--- src/ddcpb_defs.vh ---
// Behaviour
// - dual mode, mode 0: chan b field picks b preset
// - single mode: b preset follows chan a selection
// - mode 0: chan a field picks a preset
// - binding bit 1 routes converter to b
// - binding bit 0 routes converter to a
// - digital channel follows bound converter powerdown
// - divisor zero gives plain 32-bit accumulator
// - one divisor serves every preset
// - mode 0 register, 1 pairs, 2 shared
`ifndef DDCPB_DEFS_VH
`define DDCPB_DEFS_VH
// ----------------------------------------
// register offsets
// ----------------------------------------
`define DDCPB_ADDR_W 12
`define DDCPB_OFF_MODE 12'h214
`define DDCPB_OFF_PRESET 12'h215
`define DDCPB_OFF_BIND 12'h216
`define DDCPB_OFF_RDIV_LO 12'h217
`define DDCPB_OFF_RDIV_HI 12'h218
`define DDCPB_OFF_CTRL 12'h21a
`define DDCPB_OFF_STATUS 12'h21b
// ----------------------------------------
// reset values and fields
// ----------------------------------------
`define DDCPB_RST_MODE 8'h00
`define DDCPB_RST_PRESET 8'h00
`define DDCPB_RST_BIND 8'h02
`define DDCPB_RST_RDIV 16'h0000
`define DDCPB_RST_CTRL 8'h00
`define DDCPB_CTRL_DUAL 0
`define DDCPB_CTRL_PD_A 1
`define DDCPB_CTRL_PD_B 2
`define DDCPB_MODE_REG 2'h0
`define DDCPB_MODE_PAIRS 2'h1
`define DDCPB_MODE_SHARED 2'h2
`endif

--- src/ddcpb_fifo.v ---
module ddcpb_fifo #(
   parameter WIDTH = 12,
   parameter DEPTH = 8,
   parameter AW = 3
) (
   input wire clock,
   input wire reset,
   input wire [WIDTH-1:0] in_data,
   input wire in_valid,
   output wire in_ready,
   output wire [WIDTH-1:0] out_data,
   output wire out_valid,
   input wire out_ready
);
   reg [WIDTH-1:0] mem [0:DEPTH-1];
   reg [AW-1:0] wr_ptr;
   reg [AW-1:0] rd_ptr;
   reg [AW:0] count;
   wire do_wr;
   wire do_rd;
   assign in_ready = (count != DEPTH[AW:0]);
   assign out_valid = (count != {(AW+1){1'b0}});
   assign out_data = mem[rd_ptr];
   assign do_wr = in_valid & in_ready;
   assign do_rd = out_valid & out_ready;
   always @(posedge clock) begin
      if (do_wr) begin
         mem[wr_ptr] <= in_data;
      end
      if (reset) begin
         wr_ptr <= {AW{1'b0}};
         rd_ptr <= {AW{1'b0}};
         count <= {(AW+1){1'b0}};
      end else begin
         if (do_wr) begin
            wr_ptr <= (wr_ptr == DEPTH[AW-1:0] - 1'b1) ? {AW{1'b0}} : wr_ptr + 1'b1;
         end
         if (do_rd) begin
            rd_ptr <= (rd_ptr == DEPTH[AW-1:0] - 1'b1) ? {AW{1'b0}} : rd_ptr + 1'b1;
         end
         if (do_wr & ~do_rd) begin
            count <= count + 1'b1;
         end else if (do_rd & ~do_wr) begin
            count <= count - 1'b1;
         end
      end
   end
endmodule // ddcpb_fifo

--- src/ddcpb_top.v ---
// Our own choice: the address-and-strobe port.
`include "ddcpb_defs.vh"
module ddcpb_top #(
   parameter DATA_W = 12,
   parameter FIFO_DEPTH = 8,
   parameter FIFO_AW = 3
) (
   input wire clock,
   input wire reset,
   input wire [11:0] reg_addr,
   input wire [7:0] reg_wdata,
   input wire reg_write,
   input wire reg_read,
   output reg [7:0] reg_rdata,
   input wire [1:0] preset_pins_a,
   input wire [1:0] preset_pins_b,
   input wire [DATA_W-1:0] conv_a_data,
   input wire conv_a_valid,
   input wire [DATA_W-1:0] conv_b_data,
   input wire conv_b_valid,
   output wire conv_a_ready,
   output reg [DATA_W-1:0] chan_a_data,
   output reg chan_a_valid,
   input wire chan_a_ready,
   output reg [DATA_W-1:0] chan_b_data,
   output reg chan_b_valid,
   output reg [1:0] active_preset_a,
   output reg [1:0] active_preset_b,
   output reg [15:0] nco_reference_divisor_out,
   output reg divisor_enable,
   output reg chan_a_powerdown,
   output reg chan_b_powerdown
);
   // ----------------------------------------
   // registers
   // ----------------------------------------
   reg [7:0] preset_selection_mode;
   reg [7:0] nco_preset_select;
   reg [7:0] digital_channel_binding;
   reg [15:0] nco_reference_divisor;
   reg [7:0] ctrl;
   reg [1:0] pins_a_meta;
   reg [1:0] pins_a_sync;
   reg [1:0] pins_b_meta;
   reg [1:0] pins_b_sync;
   reg [7:0] next_rdata;
   reg [1:0] next_preset_a;
   reg [1:0] next_preset_b;
   wire dual;
   wire [1:0] mode;
   wire [1:0] field_a;
   wire [1:0] field_b;
   wire src_a_is_b;
   wire src_b_is_b;
   wire pd_a;
   wire pd_b;
   wire [DATA_W-1:0] fifo_in_data;
   wire fifo_in_valid;
   wire [DATA_W-1:0] fifo_out_data;
   wire fifo_out_valid;
   wire fifo_out_ready;
   wire fifo_in_ready;

   assign dual = ctrl[`DDCPB_CTRL_DUAL];
   assign mode = preset_selection_mode[1:0];
   assign field_a = nco_preset_select[1:0];
   assign field_b = nco_preset_select[3:2];
   assign src_a_is_b = digital_channel_binding[0];
   assign src_b_is_b = digital_channel_binding[1];

   function bound_pd;
      input sel_b;
      input pda;
      input pdb;
      begin
         bound_pd = sel_b ? pdb : pda;
      end
   endfunction
   assign pd_a = bound_pd(src_a_is_b, ctrl[`DDCPB_CTRL_PD_A], ctrl[`DDCPB_CTRL_PD_B]);
   assign pd_b = bound_pd(src_b_is_b, ctrl[`DDCPB_CTRL_PD_A], ctrl[`DDCPB_CTRL_PD_B]);

   // ----------------------------------------
   // register port
   // ----------------------------------------
   // full readback
   always @(posedge clock) begin
      if (reset) begin
         preset_selection_mode <= `DDCPB_RST_MODE;
         nco_preset_select <= `DDCPB_RST_PRESET;
         digital_channel_binding <= `DDCPB_RST_BIND;
         nco_reference_divisor <= `DDCPB_RST_RDIV;
         ctrl <= `DDCPB_RST_CTRL;
      end else if (reg_write) begin
         case (reg_addr)
            `DDCPB_OFF_MODE: preset_selection_mode <= reg_wdata;
            `DDCPB_OFF_PRESET: nco_preset_select <= reg_wdata;
            `DDCPB_OFF_BIND: digital_channel_binding <= reg_wdata;
            `DDCPB_OFF_RDIV_LO: nco_reference_divisor[7:0] <= reg_wdata;
            `DDCPB_OFF_RDIV_HI: nco_reference_divisor[15:8] <= reg_wdata;
            `DDCPB_OFF_CTRL: ctrl <= reg_wdata;
            default: ;
         endcase
      end
   end

   always @* begin
      next_rdata = 8'h00;
      case (reg_addr)
         `DDCPB_OFF_MODE: next_rdata = preset_selection_mode;
         `DDCPB_OFF_PRESET: next_rdata = nco_preset_select;
         `DDCPB_OFF_BIND: next_rdata = digital_channel_binding;
         `DDCPB_OFF_RDIV_LO: next_rdata = nco_reference_divisor[7:0];
         `DDCPB_OFF_RDIV_HI: next_rdata = nco_reference_divisor[15:8];
         `DDCPB_OFF_CTRL: next_rdata = ctrl;
         `DDCPB_OFF_STATUS: next_rdata = {2'h0, active_preset_b, active_preset_a,
                                          chan_b_powerdown, chan_a_powerdown};
         default: next_rdata = 8'h00;
      endcase
   end

   // read data stands one cycle only
   always @(posedge clock) begin
      if (reset) begin
         reg_rdata <= 8'h00;
      end else if (reg_read) begin
         reg_rdata <= next_rdata;
      end else begin
         reg_rdata <= 8'h00;
      end
   end

   // ----------------------------------------
   // preset pins, two-stage sync
   // ----------------------------------------
   always @(posedge clock) begin
      if (reset) begin
         pins_a_meta <= 2'h0;
         pins_a_sync <= 2'h0;
         pins_b_meta <= 2'h0;
         pins_b_sync <= 2'h0;
      end else begin
         pins_a_meta <= preset_pins_a;
         pins_a_sync <= pins_a_meta;
         pins_b_meta <= preset_pins_b;
         pins_b_sync <= pins_b_meta;
      end
   end

   // ----------------------------------------
   // active preset selection
   // ----------------------------------------
   always @* begin
      next_preset_a = active_preset_a;
      next_preset_b = active_preset_b;
      case (mode)
         `DDCPB_MODE_REG: begin
            next_preset_a = field_a;
            next_preset_b = field_b;
         end
         `DDCPB_MODE_PAIRS: begin
            next_preset_a = pins_a_sync;
            next_preset_b = pins_b_sync;
         end
         `DDCPB_MODE_SHARED: begin
            next_preset_a = pins_a_sync;
            next_preset_b = pins_a_sync;
         end
         // reserved code holds last selection
         default: ;
      endcase
      if (!dual) begin
         next_preset_b = next_preset_a;
      end
   end

   always @(posedge clock) begin
      if (reset) begin
         active_preset_a <= 2'h0;
         active_preset_b <= 2'h0;
         nco_reference_divisor_out <= `DDCPB_RST_RDIV;
         divisor_enable <= 1'b0;
         chan_a_powerdown <= 1'b0;
         chan_b_powerdown <= 1'b0;
      end else begin
         active_preset_a <= next_preset_a;
         active_preset_b <= next_preset_b;
         nco_reference_divisor_out <= nco_reference_divisor;
         divisor_enable <= (nco_reference_divisor != 16'h0000);
         chan_a_powerdown <= pd_a;
         chan_b_powerdown <= pd_b;
      end
   end

   // ----------------------------------------
   // data routing
   // ----------------------------------------
   // channel a source, buffered
   assign fifo_in_data = src_a_is_b ? conv_b_data : conv_a_data;
   assign fifo_in_valid = (src_a_is_b ? conv_b_valid : conv_a_valid) & ~pd_a;
   // stall only the converter a path; b source is never stalled
   assign conv_a_ready = fifo_in_ready;
   assign fifo_out_ready = chan_a_ready | ~chan_a_valid;

   ddcpb_fifo #(
      .WIDTH(DATA_W),
      .DEPTH(FIFO_DEPTH),
      .AW(FIFO_AW)
   ) u_fifo (
      .clock(clock),
      .reset(reset),
      .in_data(fifo_in_data),
      .in_valid(fifo_in_valid),
      .in_ready(fifo_in_ready),
      .out_data(fifo_out_data),
      .out_valid(fifo_out_valid),
      .out_ready(fifo_out_ready)
   );

   always @(posedge clock) begin
      if (reset) begin
         chan_a_data <= {DATA_W{1'b0}};
         chan_a_valid <= 1'b0;
         chan_b_data <= {DATA_W{1'b0}};
         chan_b_valid <= 1'b0;
      end else begin
         if (fifo_out_ready) begin
            chan_a_data <= fifo_out_data;
            chan_a_valid <= fifo_out_valid & ~pd_a;
         end
         chan_b_data <= src_b_is_b ? conv_b_data : conv_a_data;
         chan_b_valid <= (src_b_is_b ? conv_b_valid : conv_a_valid) & ~pd_b;
      end
   end
endmodule // ddcpb_top

--- config.mk ---
export PLATFORM = sky130hd
export DESIGN_NAME = ddcpb_top
export DESIGN_NICKNAME = d
export VERILOG_FILES = /design/src/ddcpb_fifo.v /design/src/ddcpb_top.v
export VERILOG_INCLUDE_DIRS = /design/src
export SDC_FILE = /design/constraint.sdc
export NUM_CORES = 1
export LEC_CHECK = 0
export BUFFER_PORTS_ARGS = -buffer_cell sky130_fd_sc_hd__buf_2
export CAP_MARGIN = 20
export CORE_MARGIN = 3
export CORE_UTILIZATION = 42
export DETAILED_ROUTE_END_ITERATION = 10
export HOLD_SLACK_MARGIN = 0.06
export PLACE_DENSITY_LB_ADDON = 0.2
export SLEW_MARGIN = 20
export SYNTH_ARGS = -nofsm -noshare
export SYNTH_HDL_FRONTEND = slang
export SYNTH_SLANG_ARGS = --single-unit
--- constraint.sdc ---
create_clock -name clock -period 7.7 [get_ports clock]
set_clock_uncertainty 0.2 [all_clocks]
set_input_delay 0.77 -clock clock [delete_from_list [all_inputs] [get_ports clock]]
set_output_delay 0.77 -clock clock [all_outputs]
set_load 0.03 [all_outputs]
* Yosys cells after proc, flatten, opt, wreduce, memory -nomap -nowiden
Memories as Yosys holds them, arrays and structs flattened. A register that Yosys moved wholly into a read port is not among the register bits.
Cells that the tools add are included.
** Storage, ports and cells
- Output and inout port bits :: 58
- RAM bits :: 96
- Memories kept :: 1
- Flip-flop bits (word level) :: 111
- Input bits :: 55
** Cells by class
- Muxes and demuxes :: 16
- Bitwise logic cells :: 14
- Add/sub/neg operators :: 4
- Reductions and logical operators :: 12
- Equal/unequal tests :: 13
** Memories
- u_fifo.mem :: words 8, bits a word 12, rd ports 1, clocked after Yosys merged registers in 1, wr ports 1, line ddcpb_fifo.v:15 : reg [WIDTH-1:0] mem [0:DEPTH-1];
** Operators with widths (number)
- equality test 12 x 10 -> 1 bit, second input constant :: 7
- one-hot mux 8 bit (7 select lines) :: 1
- 2-to-1 mux 12 bit :: 2
- nonzero test 16 bit :: 1
- AND reduction 2 bit :: 6
- 2-to-1 mux 4 bit :: 2
- bitwise AND 1 bit :: 7
- adder 3 x 1 -> 3 bit, second input constant :: 2
- equality test 3 bit, second input constant :: 2
- 2-to-1 mux 1 bit :: 6
- 2-to-1 mux 3 bit :: 2
- inverter 1 bit :: 6
- one-hot mux 2 bit (3 select lines) :: 1
- adder 4 x 1 -> 4 bit, second input constant :: 1
- inequality test 4 x 1 -> 1 bit, second input constant :: 1
- inequality test 4 bit, second input constant :: 1
- one-hot mux 2 bit (2 select lines) :: 1
- nonzero test 4 bit :: 1
- OR reduction 2 bit :: 2
- subtractor 4 x 1 -> 4 bit, second input constant :: 1
- equality test 2 x 1 -> 1 bit, second input constant :: 1
- equality test 2 bit, second input constant :: 1
- logical NOT 2 bit :: 1
- 2-to-1 mux 2 bit :: 1
- other kinds (2) :: 2

* Longest topological paths before layout
Gate-level depths: netlist of run 1.
- Depth after elaboration :: 8
- Gate-level depth with buffers :: 10

* Cells and area by module
A second synthesis of run 1 with hierarchy kept.
** Unflattened totals
- Cells, all modules :: 681
- Area total of the unflattened synthesis :: 8891.0 µm²
** Modules (own cells, without submodules)
- ddcpb_top :: cells each 467, seq. area each 2262.2 µm², area each 4544.4 µm², times used 1
- ddcpb_fifo :: cells each 214, seq. area each 3143.0 µm², area each 4346.7 µm², times used 1

* Least setup slack after synthesis of run 1
Ideal clock, no wire load.
- Path kind :: input to register
- Start :: in conv_a_valid
- End :: mem u_fifo.mem[4][0] (enable)
- Data required time :: 7.101 ns
- Slack :: 4.530 ns
- Arrival time :: 2.570 ns
- Library setup time :: 0.399 ns
- Cell stages on the path :: 4
- Cells stage by stage :: or3b_1 -> a22oi_2 -> nand2b_1 -> nor3b_1
** On the way
- Word-level cells in the longest chain between the ends :: 5
** RTL lines
- start: declaration :: line ddcpb_top.v:18 : input wire conv_a_valid,
- 2-to-1 mux 1 bit :: line ddcpb_top.v:199 : assign fifo_in_valid = (src_a_is_b ? conv_b_valid : conv_a_valid) & ~pd_a;
- bitwise AND 1 bit :: line ddcpb_top.v:199
- bitwise AND 1 bit :: line ddcpb_fifo.v:24 : assign do_wr = in_valid & in_ready;
- named net u_fifo.do_wr :: line ddcpb_fifo.v:19 : wire do_wr;
- 2-to-1 mux 1 bit :: line ddcpb_fifo.v:27 : if (do_wr) begin
- 2-to-1 mux 1 bit (not written as such) :: line ddcpb_fifo.v:28 : mem[wr_ptr] <= in_data;
- end: declaration :: line ddcpb_fifo.v:15
The timed path passes the listed nets, and every way through them passes these cells.

* Worst setup path in the final report of run 1
- Start :: reg digital_channel_binding[0]
- End :: reg u_fifo.count[3]
** On the way
- Word-level cells in the longest chain between the ends :: 7
- Elaborated cells on any way between the ends :: 10
- Classes of those cells :: mux (3); bitwise (6); reduce/logical (1)
** RTL lines
- start: declaration :: line ddcpb_top.v:39 : reg [7:0] digital_channel_binding;
- start signal: assignment :: line ddcpb_top.v:90 : digital_channel_binding <= `DDCPB_RST_BIND;
- start signal: assignment :: line ddcpb_top.v:97 : `DDCPB_OFF_BIND: digital_channel_binding <= reg_wdata;
- 2-to-1 mux 1 bit :: line ddcpb_top.v:76 : bound_pd = sel_b ? pdb : pda;
- inverter 1 bit :: line ddcpb_top.v:199
- bitwise AND 1 bit * :: line ddcpb_top.v:199
- bitwise AND 1 bit * :: line ddcpb_fifo.v:24
- named net u_fifo.do_wr :: line ddcpb_fifo.v:19
- inverter 1 bit :: line ddcpb_fifo.v:43 : end else if (do_rd & ~do_wr) begin
- bitwise AND 1 bit :: line ddcpb_fifo.v:43
- nonzero test 2 bit (no line)
- end signal: assignment :: line ddcpb_fifo.v:33 : count <= {(AW+1){1'b0}};
- end signal: assignment :: line ddcpb_fifo.v:42 : count <= count + 1'b1;
- end signal: assignment :: line ddcpb_fifo.v:44 : count <= count - 1'b1;
- end: declaration :: line ddcpb_fifo.v:18 : reg [AW:0] count;
The timed path passes the listed nets; every way through them passes the cells marked *.
A chain may end at the register's enable or synchronous reset.

==> results.sh, run 1 <==
export IMPL_worstMarginPinSlew_ns=1.06
export IMPL_maxCapViolations=0
export IMPL_ys_seq_elements=219
export IMPL_ctsHoldBuffers=0
export IMPL_worstHoldPathType="reg -> reg"
export IMPL_rsz0062_at_grt="no"
export IMPL_ys_async_sr_fraction=0
export IMPL_r2r_start="digital_channel_binding[0]"
export IMPL_drtIter0Drc=418
export IMPL_drive_gt1_frac=0.267
export IMPL_crit_arrival_ns=3.51
export IMPL_antenna_found_initial=0
export IMPL_fin_crit_sh=0.431
export IMPL_synth_flop_cell="dfxtp_1"
export IMPL_worstRegToRegCells=9
export IMPL_crit_path_start="digital_channel_binding[0]"
export IMPL_yosysMostFrequentCell="dfxtp_1"
export IMPL_nNetsFinal=860
export IMPL_cp_cell_sequence="or3b_1, a22oi_2, ha_1, inv_1, ha_1, a21oi_1, a211oi_1, a31oi_1, mux2_2"
export IMPL_grt_pass1_wl_mm=33.1
export IMPL_syn_area_sq_mm=0.00885
export IMPL_crit_top_cell="ha_1"
export IMPL_relSlewSlack=0.292
export IMPL_cts_resized=0
export IMPL_synth_area_leader_cell="edfxtp_1"
export IMPL_synthToLayoutAreaGrowth_pct=18.3
export IMPL_wl_per_cell_um=19.7
export IMPL_grt_ovfl_total=0
export IMPL_yosysSeqAreaShare=0.604
export IMPL_firstDrtPassIters=5
export IMPL_clock_latency_ns=0.50
export IMPL_start_util=0.432
export IMPL_min_period_ns=3.32
export IMPL_cp_top_family="compound AO/OA/AOI/OAI gates"
export IMPL_cts_sinks=219
export IMPL_postCtsSetupBuffers=0
export IMPL_fin_hold_ws_ns=0.231
export IMPL_synth_common_cells="dfxtp_1, edfxtp_1, mux2i_1, nand2_1, nor2_1"
export IMPL_path_clk_slew_ns=0.06
export IMPL_crit_cells=9
export IMPL_synth_distinct_cells=56
export IMPL_root_buffer="clkbuf_16"
export IMPL_outcome="completed"
export IMPL_synth_top_area_frac=0.326
export IMPL_cts_tree="built"
export IMPL_hold_viol_final=0
export IMPL_dieArea_sq_mm=0.0229
export IMPL_fp_dieH_um=151
export IMPL_htree_num_levels=1
export IMPL_crit_required_ns=7.89
export IMPL_synth_edf_count=96
export IMPL_syn_nets=750
export IMPL_avgSynthCellArea_sq_um=13.0
export IMPL_num_io_pins=113
export IMPL_fmaxAchievable_mhz=302
export IMPL_setup_viol=0
export IMPL_diodes=0
export IMPL_viasPerCell=5.49
export IMPL_yosysWarnings=0
export IMPL_crit_slowest_cell="dfxtp_1"
export IMPL_fillers=1772
export IMPL_cts_buffers=23
export IMPL_gp_congestion=0.863
export IMPL_final_setup_worst_slack_ns=4.38
export IMPL_max_stage_delay_ns=0.60
export IMPL_coreArea_sq_mm=0.0205
export IMPL_cp_num_buf_inv=1
export IMPL_fp_row_count=52
export IMPL_grt_usage=0.186
export IMPL_powerDensity_mw_per_mm2=285
export IMPL_route_antenna_remaining_nets=0
export IMPL_startpoint_type="flop"
export IMPL_grt_max_degree=67
export IMPL_yosys_top_cells_area="edfxtp_1, dfxtp_1, mux2i_1"
export IMPL_port_buffers=112
export IMPL_hp_start="pins_a_meta[0]"
export IMPL_p_leak_nw=4.07
export IMPL_post_route_drc_count=0
export IMPL_p_total_mw=2.98
export IMPL_slew_violations=0
export IMPL_worst_path_max_fanout=17
export IMPL_num_vias=5929
export IMPL_cts_buffer_depth=3
export IMPL_tns_ns=0
export IMPL_hpwl_mm=14.1
export IMPL_wl_mm=21.2
export IMPL_crit_type="reg -> reg"
export IMPL_crit_path_end_kind="flop"
export IMPL_whs_path_depth=1
export IMPL_grt_pass1_vias=6166
export IMPL_synthCells=683
export IMPL_pre_cts_ws_ns=3.92
export IMPL_peakVddDrop_mv=0.183
export IMPL_die_w_um=151
[final cells by class]
class	instances	area (sq um)	area share
Clock inverter	9	146	0.0140
Inverter	5	18.8	0.00179
Multi-Input combinational cell	420	3330	0.318
Timing Repair Buffer	124	651	0.0621
Clock buffer	32	639	0.0611
Sequential cell	219	5350	0.510
Tap cell	270	338	0.0323
[stage by stage]
| step | std cells | instance area, sq um | utilization |
|---|---|---|---|
| 2_1_floorplan | 683 | 8850 | - |
| 3_3_place_gp | 1038 | 9690 | 0.473 |
| 3_5_place_dp | 1038 | 9690 | 0.473 |
| 4_1_cts | 1079 | 10500 | 0.511 |
| 5_1_grt | 1079 | 10500 | 0.511 |
| 6_report | 1079 | 10500 | 0.511 |
[worst register-to-register path: cells and delay by family (launching register included)]
kind | cells | cell delay (ns)
multiplexers | 1 | 0.34
buffers and inverters | 1 | 0.11
adder cells (fa/ha/maj) | 2 | 0.61
AO/OA/AOI/OAI | 4 | 0.85
flip-flops | 1 | 0.60
AND/OR/NAND/NOR | 1 | 0.51
[layout by cell type, fill, tap and decap left out, types with 2 or more instances in the layout]
master / instances
nor4b_1: 4
nand2b_1: 8
clkbuf_8: 3
o32ai_1: 2
and2_1: 5
nor4b_4: 2
clkinv_2: 3
clkbuf_1: 6
nor2_1: 42
mux2_2: 14
a31o_2: 7
buf_4: 12
a31oi_1: 4
nor2b_1: 31
nor3_1: 15
a221oi_1: 2
dfxtp_1: 123
buf_2: 112
o31ai_1: 4
nand4_2: 2
edfxtp_1: 96
clkbuf_16: 23
nand2_1: 48
ha_1: 11
a21oi_1: 32
a22o_1: 4
a32oi_1: 2
a22oi_1: 8
nand3_1: 3
mux2i_1: 64
bufinv_16: 4
nand4_1: 2
mux4_2: 26
nand3b_1: 16
clkinv_1: 2
inv_1: 4
nor4_1: 5
nor3b_1: 6
o21ai_0: 30
[worst paths after layout]
path,endpoint,slack [ns]
worst max register to register,u_fifo.count[3],4.38
worst min-delay path,pins_a_sync[0],0.23
worst min register to register,pins_a_sync[0],0.23
worst max-delay path,u_fifo.count[3],4.38
[sequential cells by signal (all words and copies together), names as in the netlist, 12 cells and up]
signal / count
nco_reference_divisor_out: 16
chan_b_data: 12
nco_reference_divisor: 16
u_fifo.mem: 96
chan_a_data: 12
[cells by family after synthesis]
| group | after synthesis | synth area share |
|---|---|---|
| muxes | 104 | 0.156 |
| and+or+nand+nor | 200 | 0.127 |
| AOI/OAI and AO/OA | 102 | 0.0732 |
| DFF | 219 | 0.604 |
| xor gates and xnor gates | 2 | 0.00198 |
| adders and majority gates | 12 | 0.0178 |
| buffers and inverters | 44 | 0.0194 |
[report_power, final]
part / leakage (nW) / internal [mW] / switching, mW
Clock: 0.382 / 0.712 / 0.431
Combinational: 1.82 / 0.221 / 0.281
Sequential: 1.87 / 1.28 / 0.0556
Total: 4.07 / 2.22 / 0.768
[routing by layer]
metal / routed length (um) / vias up / track usage
met5: 0 / - / 0
met3: 1390 / 30 / 0.0329
met2: 10400 / 188 / 0.321
met1: 9020 / 2945 / 0.244
met4: 405 / 0 / 0.0485
li1: - / 2766 / -
(Power assumes the default switching activity.)
==> run 2: changes to the inputs <==
--- a/config.mk
+++ b/config.mk
@@ -6,6 +6,7 @@
 export SDC_FILE = /design/constraint.sdc
 export NUM_CORES = 1
 export LEC_CHECK = 0
+export ABC_AREA = 1
 export BUFFER_PORTS_ARGS = -buffer_cell sky130_fd_sc_hd__buf_2
 export CAP_MARGIN = 20
 export CORE_MARGIN = 3
==> constraint.sdc (replaced) <==
create_clock -name clock -period 3.1 [get_ports clock]
set_clock_uncertainty 0.2 [all_clocks]
set_input_delay 0.31 -clock clock [delete_from_list [all_inputs] [get_ports clock]]
set_output_delay 0.31 -clock clock [all_outputs]
set_load 0.03 [all_outputs]
==> results.sh, run 2 <==
export IMPL_outcome="completed"
export IMPL_syn_area_sq_mm=0.00910
export IMPL_avgSynthCellArea_sq_um=8.95
export IMPL_crit_type="reg -> reg"
export IMPL_crit_required_ns=3.30
export IMPL_crit_path_end_kind="flop"
export IMPL_synth_edf_count=96
export IMPL_p_total_mw=8.05
export IMPL_final_cell_mix="nor2_1, nand2_1, o21ai_0, dfxtp_1, buf_2"
export IMPL_ys_seq_elements=219
export IMPL_path_clk_slew_ns=0.06
export IMPL_synthCells=1017
export IMPL_drive_gt1_frac=0.168
export IMPL_fin_crit_sh=0.889
export IMPL_coreArea_sq_mm=0.0212
export IMPL_peakVddDrop_mv=0.410
export IMPL_slew_violations=0
export IMPL_synth_flop_cell="dfxtp_1"
export IMPL_cts_tree="built"
export IMPL_yosysWarnings=0
export IMPL_cp_cell_sequence="buf_4, inv_1, o21ai_1, nand3_1, inv_1, ha_1, inv_1, ha_1, nand2_1, inv_1, o21ai_0, nand3_1, nand3_1, nand2_1, nand2_1, nor2_1"
export IMPL_startpoint_type="flop"
export IMPL_crit_arrival_ns=2.95
export IMPL_reg_top3="u_fifo.mem x96, nco_reference_divisor x16, nco_reference_divisor_out x16"
export IMPL_worstRegToRegCells=16
export IMPL_dp_cells=1383
export IMPL_syn_nets=1084
export IMPL_grt_pass1_vias=6949
export IMPL_grt_pass1_wl_mm=38.0
export IMPL_firstDrtPassIters=5
export IMPL_grt_usage=0.199
export IMPL_cts_buffers=23
export IMPL_p_leak_nw=4.71
export IMPL_dieArea_sq_mm=0.0235
export IMPL_start_util=0.430
export IMPL_htree_num_levels=1
export IMPL_rsz0062_at_grt="no"
export IMPL_maxCapViolations=0
export IMPL_rr_endpoint="u_fifo.count[3]"
export IMPL_hpwl_mm=16.4
export IMPL_tns_ns=0
export IMPL_min_period_ns=2.76
export IMPL_worst_path_max_fanout=13
export IMPL_setup_viol=0
export IMPL_antenna_found_initial=0
export IMPL_powerDensity_mw_per_mm2=720
export IMPL_grt_max_degree=60
export IMPL_wl_per_cell_um=16.2
export IMPL_grt_ovfl_total=0
export IMPL_port_buffers=112
export IMPL_clock_latency_ns=0.50
export IMPL_whs_path_depth=3
export IMPL_num_io_pins=113
export IMPL_synth_distinct_cells=35
export IMPL_whs_endpoint="reg_rdata[4]"
export IMPL_r2r_slack_ns=0.34
export IMPL_cts_resized=0
export IMPL_route_antenna_remaining_nets=0
export IMPL_post_route_drc_count=0
export IMPL_cts_sinks=219
export IMPL_root_buffer="clkbuf_16"
export IMPL_synth_common_cells="nor2_1, nand2_1, o21ai_0, dfxtp_1, inv_1"
export IMPL_synthToLayoutAreaGrowth_pct=23.0
export IMPL_yosysSeqAreaShare=0.587
export IMPL_viasPerCell=5.02
export IMPL_fmaxAchievable_mhz=363
export IMPL_hp_start="reg_read"
export IMPL_diodes=0
export IMPL_synth_area_leader_cell="edfxtp_1"
export IMPL_fp_dieH_um=153
export IMPL_r2r_start="digital_channel_binding[0]"
export IMPL_synth_top_area_frac=0.317
export IMPL_ctsHoldBuffers=38
export IMPL_cts_buffer_depth=3
export IMPL_crit_slowest_cell="dfxtp_1"
export IMPL_crit_top_cell="inv_1"
export IMPL_nNetsFinal=1238
export IMPL_top_register="u_fifo.mem"
export IMPL_ys_async_sr_fraction=0
export IMPL_stdcell_count=1462
export IMPL_worstMarginPinSlew_ns=0.801
export IMPL_fp_row_count=53
export IMPL_relSlewSlack=0.465
export IMPL_layout_commonest_cell="nor2_1"
export IMPL_final_area_sq_mm=0.0112
export IMPL_wl_mm=23.7
export IMPL_fillers=1993
export IMPL_postCtsSetupBuffers=0
export IMPL_max_stage_delay_ns=0.40
export IMPL_largest_register_ffs=96
export IMPL_drtIter0Drc=623
export IMPL_hold_viol_final=0
export IMPL_yosysMostFrequentCell="nor2_1"
export IMPL_num_vias=7342
export IMPL_yosys_top_cells_area="edfxtp_1, dfxtp_1, o21ai_0"
export IMPL_worstHoldPathType="in -> reg"
export IMPL_die_w_um=153
export IMPL_gp_congestion=0.862
export IMPL_place_area_sq_mm=0.00999
## run 2: worst max-delay path by stage
stage,startpoint,endpoint,slack (ns),cells past startpoint
2_1_floorplan,u_fifo.count[0],u_fifo.count[3],0.56,15
3_3_place_gp,digital_channel_binding[0],u_fifo.count[3],0.48,16
3_5_place_dp,digital_channel_binding[0],u_fifo.count[3],0.34,16
4_1_cts,digital_channel_binding[0],u_fifo.count[3],0.33,16
5_1_grt,digital_channel_binding[0],u_fifo.count[3],0.04,16
6_report,digital_channel_binding[0],u_fifo.count[3],0.34,16
## run 2: per-stage QoR
stage,setup slack (ns),utilization,hold WS [ns]
3_3_place_gp,0.482,0.472,0.194
6_report,0.344,0.529,0.0955
5_1_grt,0.0389,0.529,0.130
4_1_cts,0.326,0.529,0.0707
2_1_floorplan,0.565,-,0.188
3_5_place_dp,0.339,0.472,0.198
## run 2: cells by family (layout without fill, tap and decap cells)
kind of cell             count (synthesis)  count (layout)  share of synthesized area
buffers and inverters                  155             325                     0.0672
flip-flops                             219             219                      0.587
AO/OA/AOI/OAI                          233             233                      0.138
XOR/XNOR                                 1               1                   0.000963
AND/OR/NAND/NOR                        397             397                      0.189
adder cells (fa/ha/maj)                 12              12                     0.0173
## run 2: cell type report
cell class / instances / area (sq um) / share of cell area
Clock buffer: 28 / 644 / 0.0576
Clock inverter: 13 / 174 / 0.0155
Sequential cell: 219 / 5350 / 0.478
Inverter: 112 / 420 / 0.0376
Tap cell: 275 / 344 / 0.0308
Timing Repair Buffer: 172 / 1120 / 0.100
Multi-Input combinational cell: 643 / 3140 / 0.281
## run 2: critical path, delay by kind of cell (launching register included)
| family | cells | cell delay [ns] |
|---|---|---|
| and+or+nand+nor | 7 | 0.63 |
| buffers and inverters | 5 | 0.59 |
| adders and majority gates | 2 | 0.48 |
| DFF | 1 | 0.40 |
| AOI/OAI and AO/OA | 2 | 0.34 |
## run 2: metal layers
| metal | track usage | vias up | part of all wire |
|---|---|---|---|
| li1 | - | 3716 | - |
| met2 | 0.290 | 209 | 0.42 |
| met5 | 0 | - | 0 |
| met1 | 0.313 | 3385 | 0.50 |
| met3 | 0.0326 | 32 | 0.067 |
| met4 | 0.0412 | 0 | 0.015 |
## run 2: where the power goes
group          switching (mW)  internal (mW)  leakage, nW
combinational            1.22          0.554         2.43
clock                    1.13           1.81        0.404
sequential              0.112           3.23         1.87
==> run 3: changes to the inputs <==
--- a/config.mk
+++ b/config.mk
@@ -17,4 +17,5 @@
 export SLEW_MARGIN = 20
 export SYNTH_ARGS = -nofsm -noshare
 export SYNTH_HDL_FRONTEND = slang
+export SYNTH_HIERARCHICAL = 1
 export SYNTH_SLANG_ARGS = --single-unit
==> results.sh, run 3 <==
export IMPL_fin_hold_ws_ns=0.111
export IMPL_viasPerCell=4.90
export IMPL_htree_num_levels=1
export IMPL_whs_endpoint="nco_preset_select[3]"
export IMPL_worst_path_max_fanout=7
export IMPL_grt_usage=0.193
export IMPL_fmaxAchievable_mhz=397
export IMPL_fin_crit_sh=0.813
export IMPL_cts_buffer_depth=3
export IMPL_min_period_ns=2.52
export IMPL_nNetsFinal=1256
export IMPL_cp_cell_sequence="o21ai_0, nand2_1, inv_1, nand2_1, inv_1, ha_1, inv_1, ha_1, or2_2, nand3_1, nand3_1, nand2_1, inv_1"
export IMPL_crit_required_ns=3.31
export IMPL_final_cell_mix="nor2_1, nand2_1, dfxtp_1, buf_2, o21ai_0"
export IMPL_internal_power_mw=5.64
export IMPL_crit_arrival_ns=2.73
export IMPL_synth_edf_count=96
export IMPL_tns_ns=0
export IMPL_crit_top_cell="inv_1"
export IMPL_slew_violations=0
export IMPL_synth_distinct_cells=34
export IMPL_r2r_start="digital_channel_binding[0]"
export IMPL_crit_type="reg -> reg"
export IMPL_rsz0062_at_grt="no"
export IMPL_path_clk_slew_ns=0.06
export IMPL_ys_seq_elements=222
export IMPL_outcome="completed"
export IMPL_rr_endpoint="u_fifo/count[3]"
export IMPL_fp_dieH_um=154
export IMPL_clockPowerShare=0.358
export IMPL_synth_common_cells="nor2_1, nand2_1, dfxtp_1, o21ai_0, edfxtp_1"
export IMPL_drive_gt1_frac=0.171
export IMPL_setup_viol=0
export IMPL_grt_ovfl_total=0
export IMPL_hp_start="reg_addr[1]"
export IMPL_layout_commonest_cell="nor2_1"
export IMPL_cts_buffers=24
export IMPL_fp_row_count=53
export IMPL_synth_top_area_frac=0.313
export IMPL_yosysWarnings=6
export IMPL_start_util=0.432
export IMPL_num_io_pins=113
export IMPL_whs_path_depth=5
export IMPL_worstRegToRegCells=13
export IMPL_hpwl_mm=15.1
export IMPL_peakVddDrop_mv=0.319
export IMPL_reg_top3="u_fifo/mem x96, nco_reference_divisor x16, nco_reference_divisor_out x16"
export IMPL_drtIter0Drc=400
export IMPL_worstHoldPathType="in -> reg"
export IMPL_relSlewSlack=0.350
export IMPL_ys_async_sr_fraction=0
export IMPL_synth_flop_cell="dfxtp_1"
export IMPL_syn_area_sq_mm=0.00920
export IMPL_diodes=0
export IMPL_r2r_slack_ns=0.58
export IMPL_antenna_found_initial=0
export IMPL_port_buffers=112
export IMPL_crit_slowest_cell="dfxtp_1"
export IMPL_firstDrtPassIters=5
export IMPL_p_leak_nw=4.85
export IMPL_final_seq_area_sq_mm=0.00541
export IMPL_yosysSeqAreaShare=0.588
export IMPL_yosys_top_cells_area="edfxtp_1, dfxtp_1, nor2_1"
export IMPL_startpoint_type="flop"
export IMPL_pre_cts_ws_ns=0.604
export IMPL_gp_congestion=0.817
export IMPL_wl_per_cell_um=15.7
export IMPL_sw_frac_of_total=0.311
export IMPL_synth_area_leader_cell="edfxtp_1"
export IMPL_seqPwrFrac=0.415
export IMPL_cts_sinks=222
export IMPL_yosysMostFrequentCell="nor2_1"
export IMPL_final_setup_worst_slack_ns=0.581
export IMPL_powerDensity_mw_per_mm2=729
export IMPL_hold_viol_final=0
export IMPL_cts_resized=0
export IMPL_grt_max_degree=75
export IMPL_route_antenna_remaining_nets=0
export IMPL_post_route_drc_count=0
export IMPL_fillers=1986
export IMPL_clock_latency_ns=0.51
export IMPL_coreArea_sq_mm=0.0213
export IMPL_grt_pass1_vias=7103
export IMPL_top_register="u_fifo/mem"
export IMPL_cts_tree="built"
export IMPL_root_buffer="clkbuf_16"
export IMPL_num_vias=7255
export IMPL_avgSynthCellArea_sq_um=8.85
export IMPL_maxCapViolations=0
export IMPL_die_w_um=154
export IMPL_largest_register_ffs=96
export IMPL_grt_pass1_wl_mm=37.1
export IMPL_synthToLayoutAreaGrowth_pct=22.0
export IMPL_netSwitchingPower_mw=2.54
export IMPL_syn_nets=1106
export IMPL_multi_input_area_sq_mm=0.00319
export IMPL_dieArea_sq_mm=0.0237
export IMPL_max_stage_delay_ns=0.36
export IMPL_worstMarginPinSlew_ns=0.965
export IMPL_crit_path_end_kind="flop"
export IMPL_synthCells=1039
export IMPL_wl_mm=23.2
export IMPL_crit_path_start="digital_channel_binding[0]"
export IMPL_comb_power_share=0.227
## run 3: cell types whose count changed after synthesis, sizes merged, moves of 14 or more
cell,before,now
inv,111,94
nor2,172,224
o21ai,130,146
nor3,17,3
o22ai,24,0
## run 3: worst max path at each step
| stage | slack [ns] | cells past startpoint | to |
|---|---|---|---|
| 2_1_floorplan | 0.61 | 13 | u_fifo/count[3] |
| 3_3_place_gp | 0.68 | 15 | u_fifo/count[3] |
| 3_5_place_dp | 0.60 | 13 | u_fifo/count[3] |
| 4_1_cts | 0.58 | 13 | u_fifo/count[3] |
| 5_1_grt | 0.33 | 13 | u_fifo/count[3] |
| 6_report | 0.58 | 13 | u_fifo/count[3] |
## run 3: worst max-delay path: cells and delay by family (launching register included)
| family | cells | cell delay [ns] |
|---|---|---|
| adder cells (fa/ha/maj) | 2 | 0.49 |
| buffers and inverters | 4 | 0.32 |
| AND/OR/NAND/NOR | 6 | 0.72 |
| AO/OA/AOI/OAI | 1 | 0.31 |
| flip-flops | 1 | 0.36 |
## run 3: logic make-up (layout without fill, tap and decap cells)
family                   count (synthesis)  after routing  synth area share
AND/OR/NAND/NOR                        446            446             0.208
AO/OA/AOI/OAI                          218            218             0.120
XOR/XNOR                                 2              2           0.00190
adder cells (fa/ha/maj)                 12             12            0.0171
flip-flops                             222            222             0.588
buffers and inverters                  139            307            0.0650
## run 3: power groups by stage
stage                     sequential, mW  combinational (mW)  clock, mW
final                               3.39                1.86       2.93
after detailed placement            3.46                1.85          0
after global placement              3.45                1.83          0
after global routing                3.42                2.12       3.10
after floorplan                     3.60                1.19          0
after CTS                           3.40                1.89       2.98
## run 3: cell type report
cell class,instances,share of cell area
Sequential cell,222,0.482
Multi-Input combinational cell,678,0.285
Clock inverter,15,0.0116
Tap cell,275,0.0307
Inverter,94,0.0314
Clock buffer,29,0.0618
Timing Repair Buffer,169,0.0981
## run 3: stage by stage
stage                     utilization  std cells  cell area, sq um  total power [mW]
after CTS                       0.527       1482             11200              8.27
after global routing            0.527       1482             11200              8.63
after global placement          0.470       1398             10000              5.28
after detailed placement        0.470       1398             10000              5.31
final                           0.527       1482             11200              8.18
after floorplan                     -       1039              9200              4.78
## run 3: repair_timing
action / 4_1_cts / 5_1_grt
hold buffers: 40 / 0
endpoints found under the setup margin: 0 / 0
endpoints found under the hold margin: 73 / 0
setup buffers: 0 / 0
## run 3: metal layers
layer,global-route usage,share of wire
met3,0.0265,0.043
met2,0.331,0.47
met4,0.0484,0.020
met1,0.259,0.46
met5,0,0
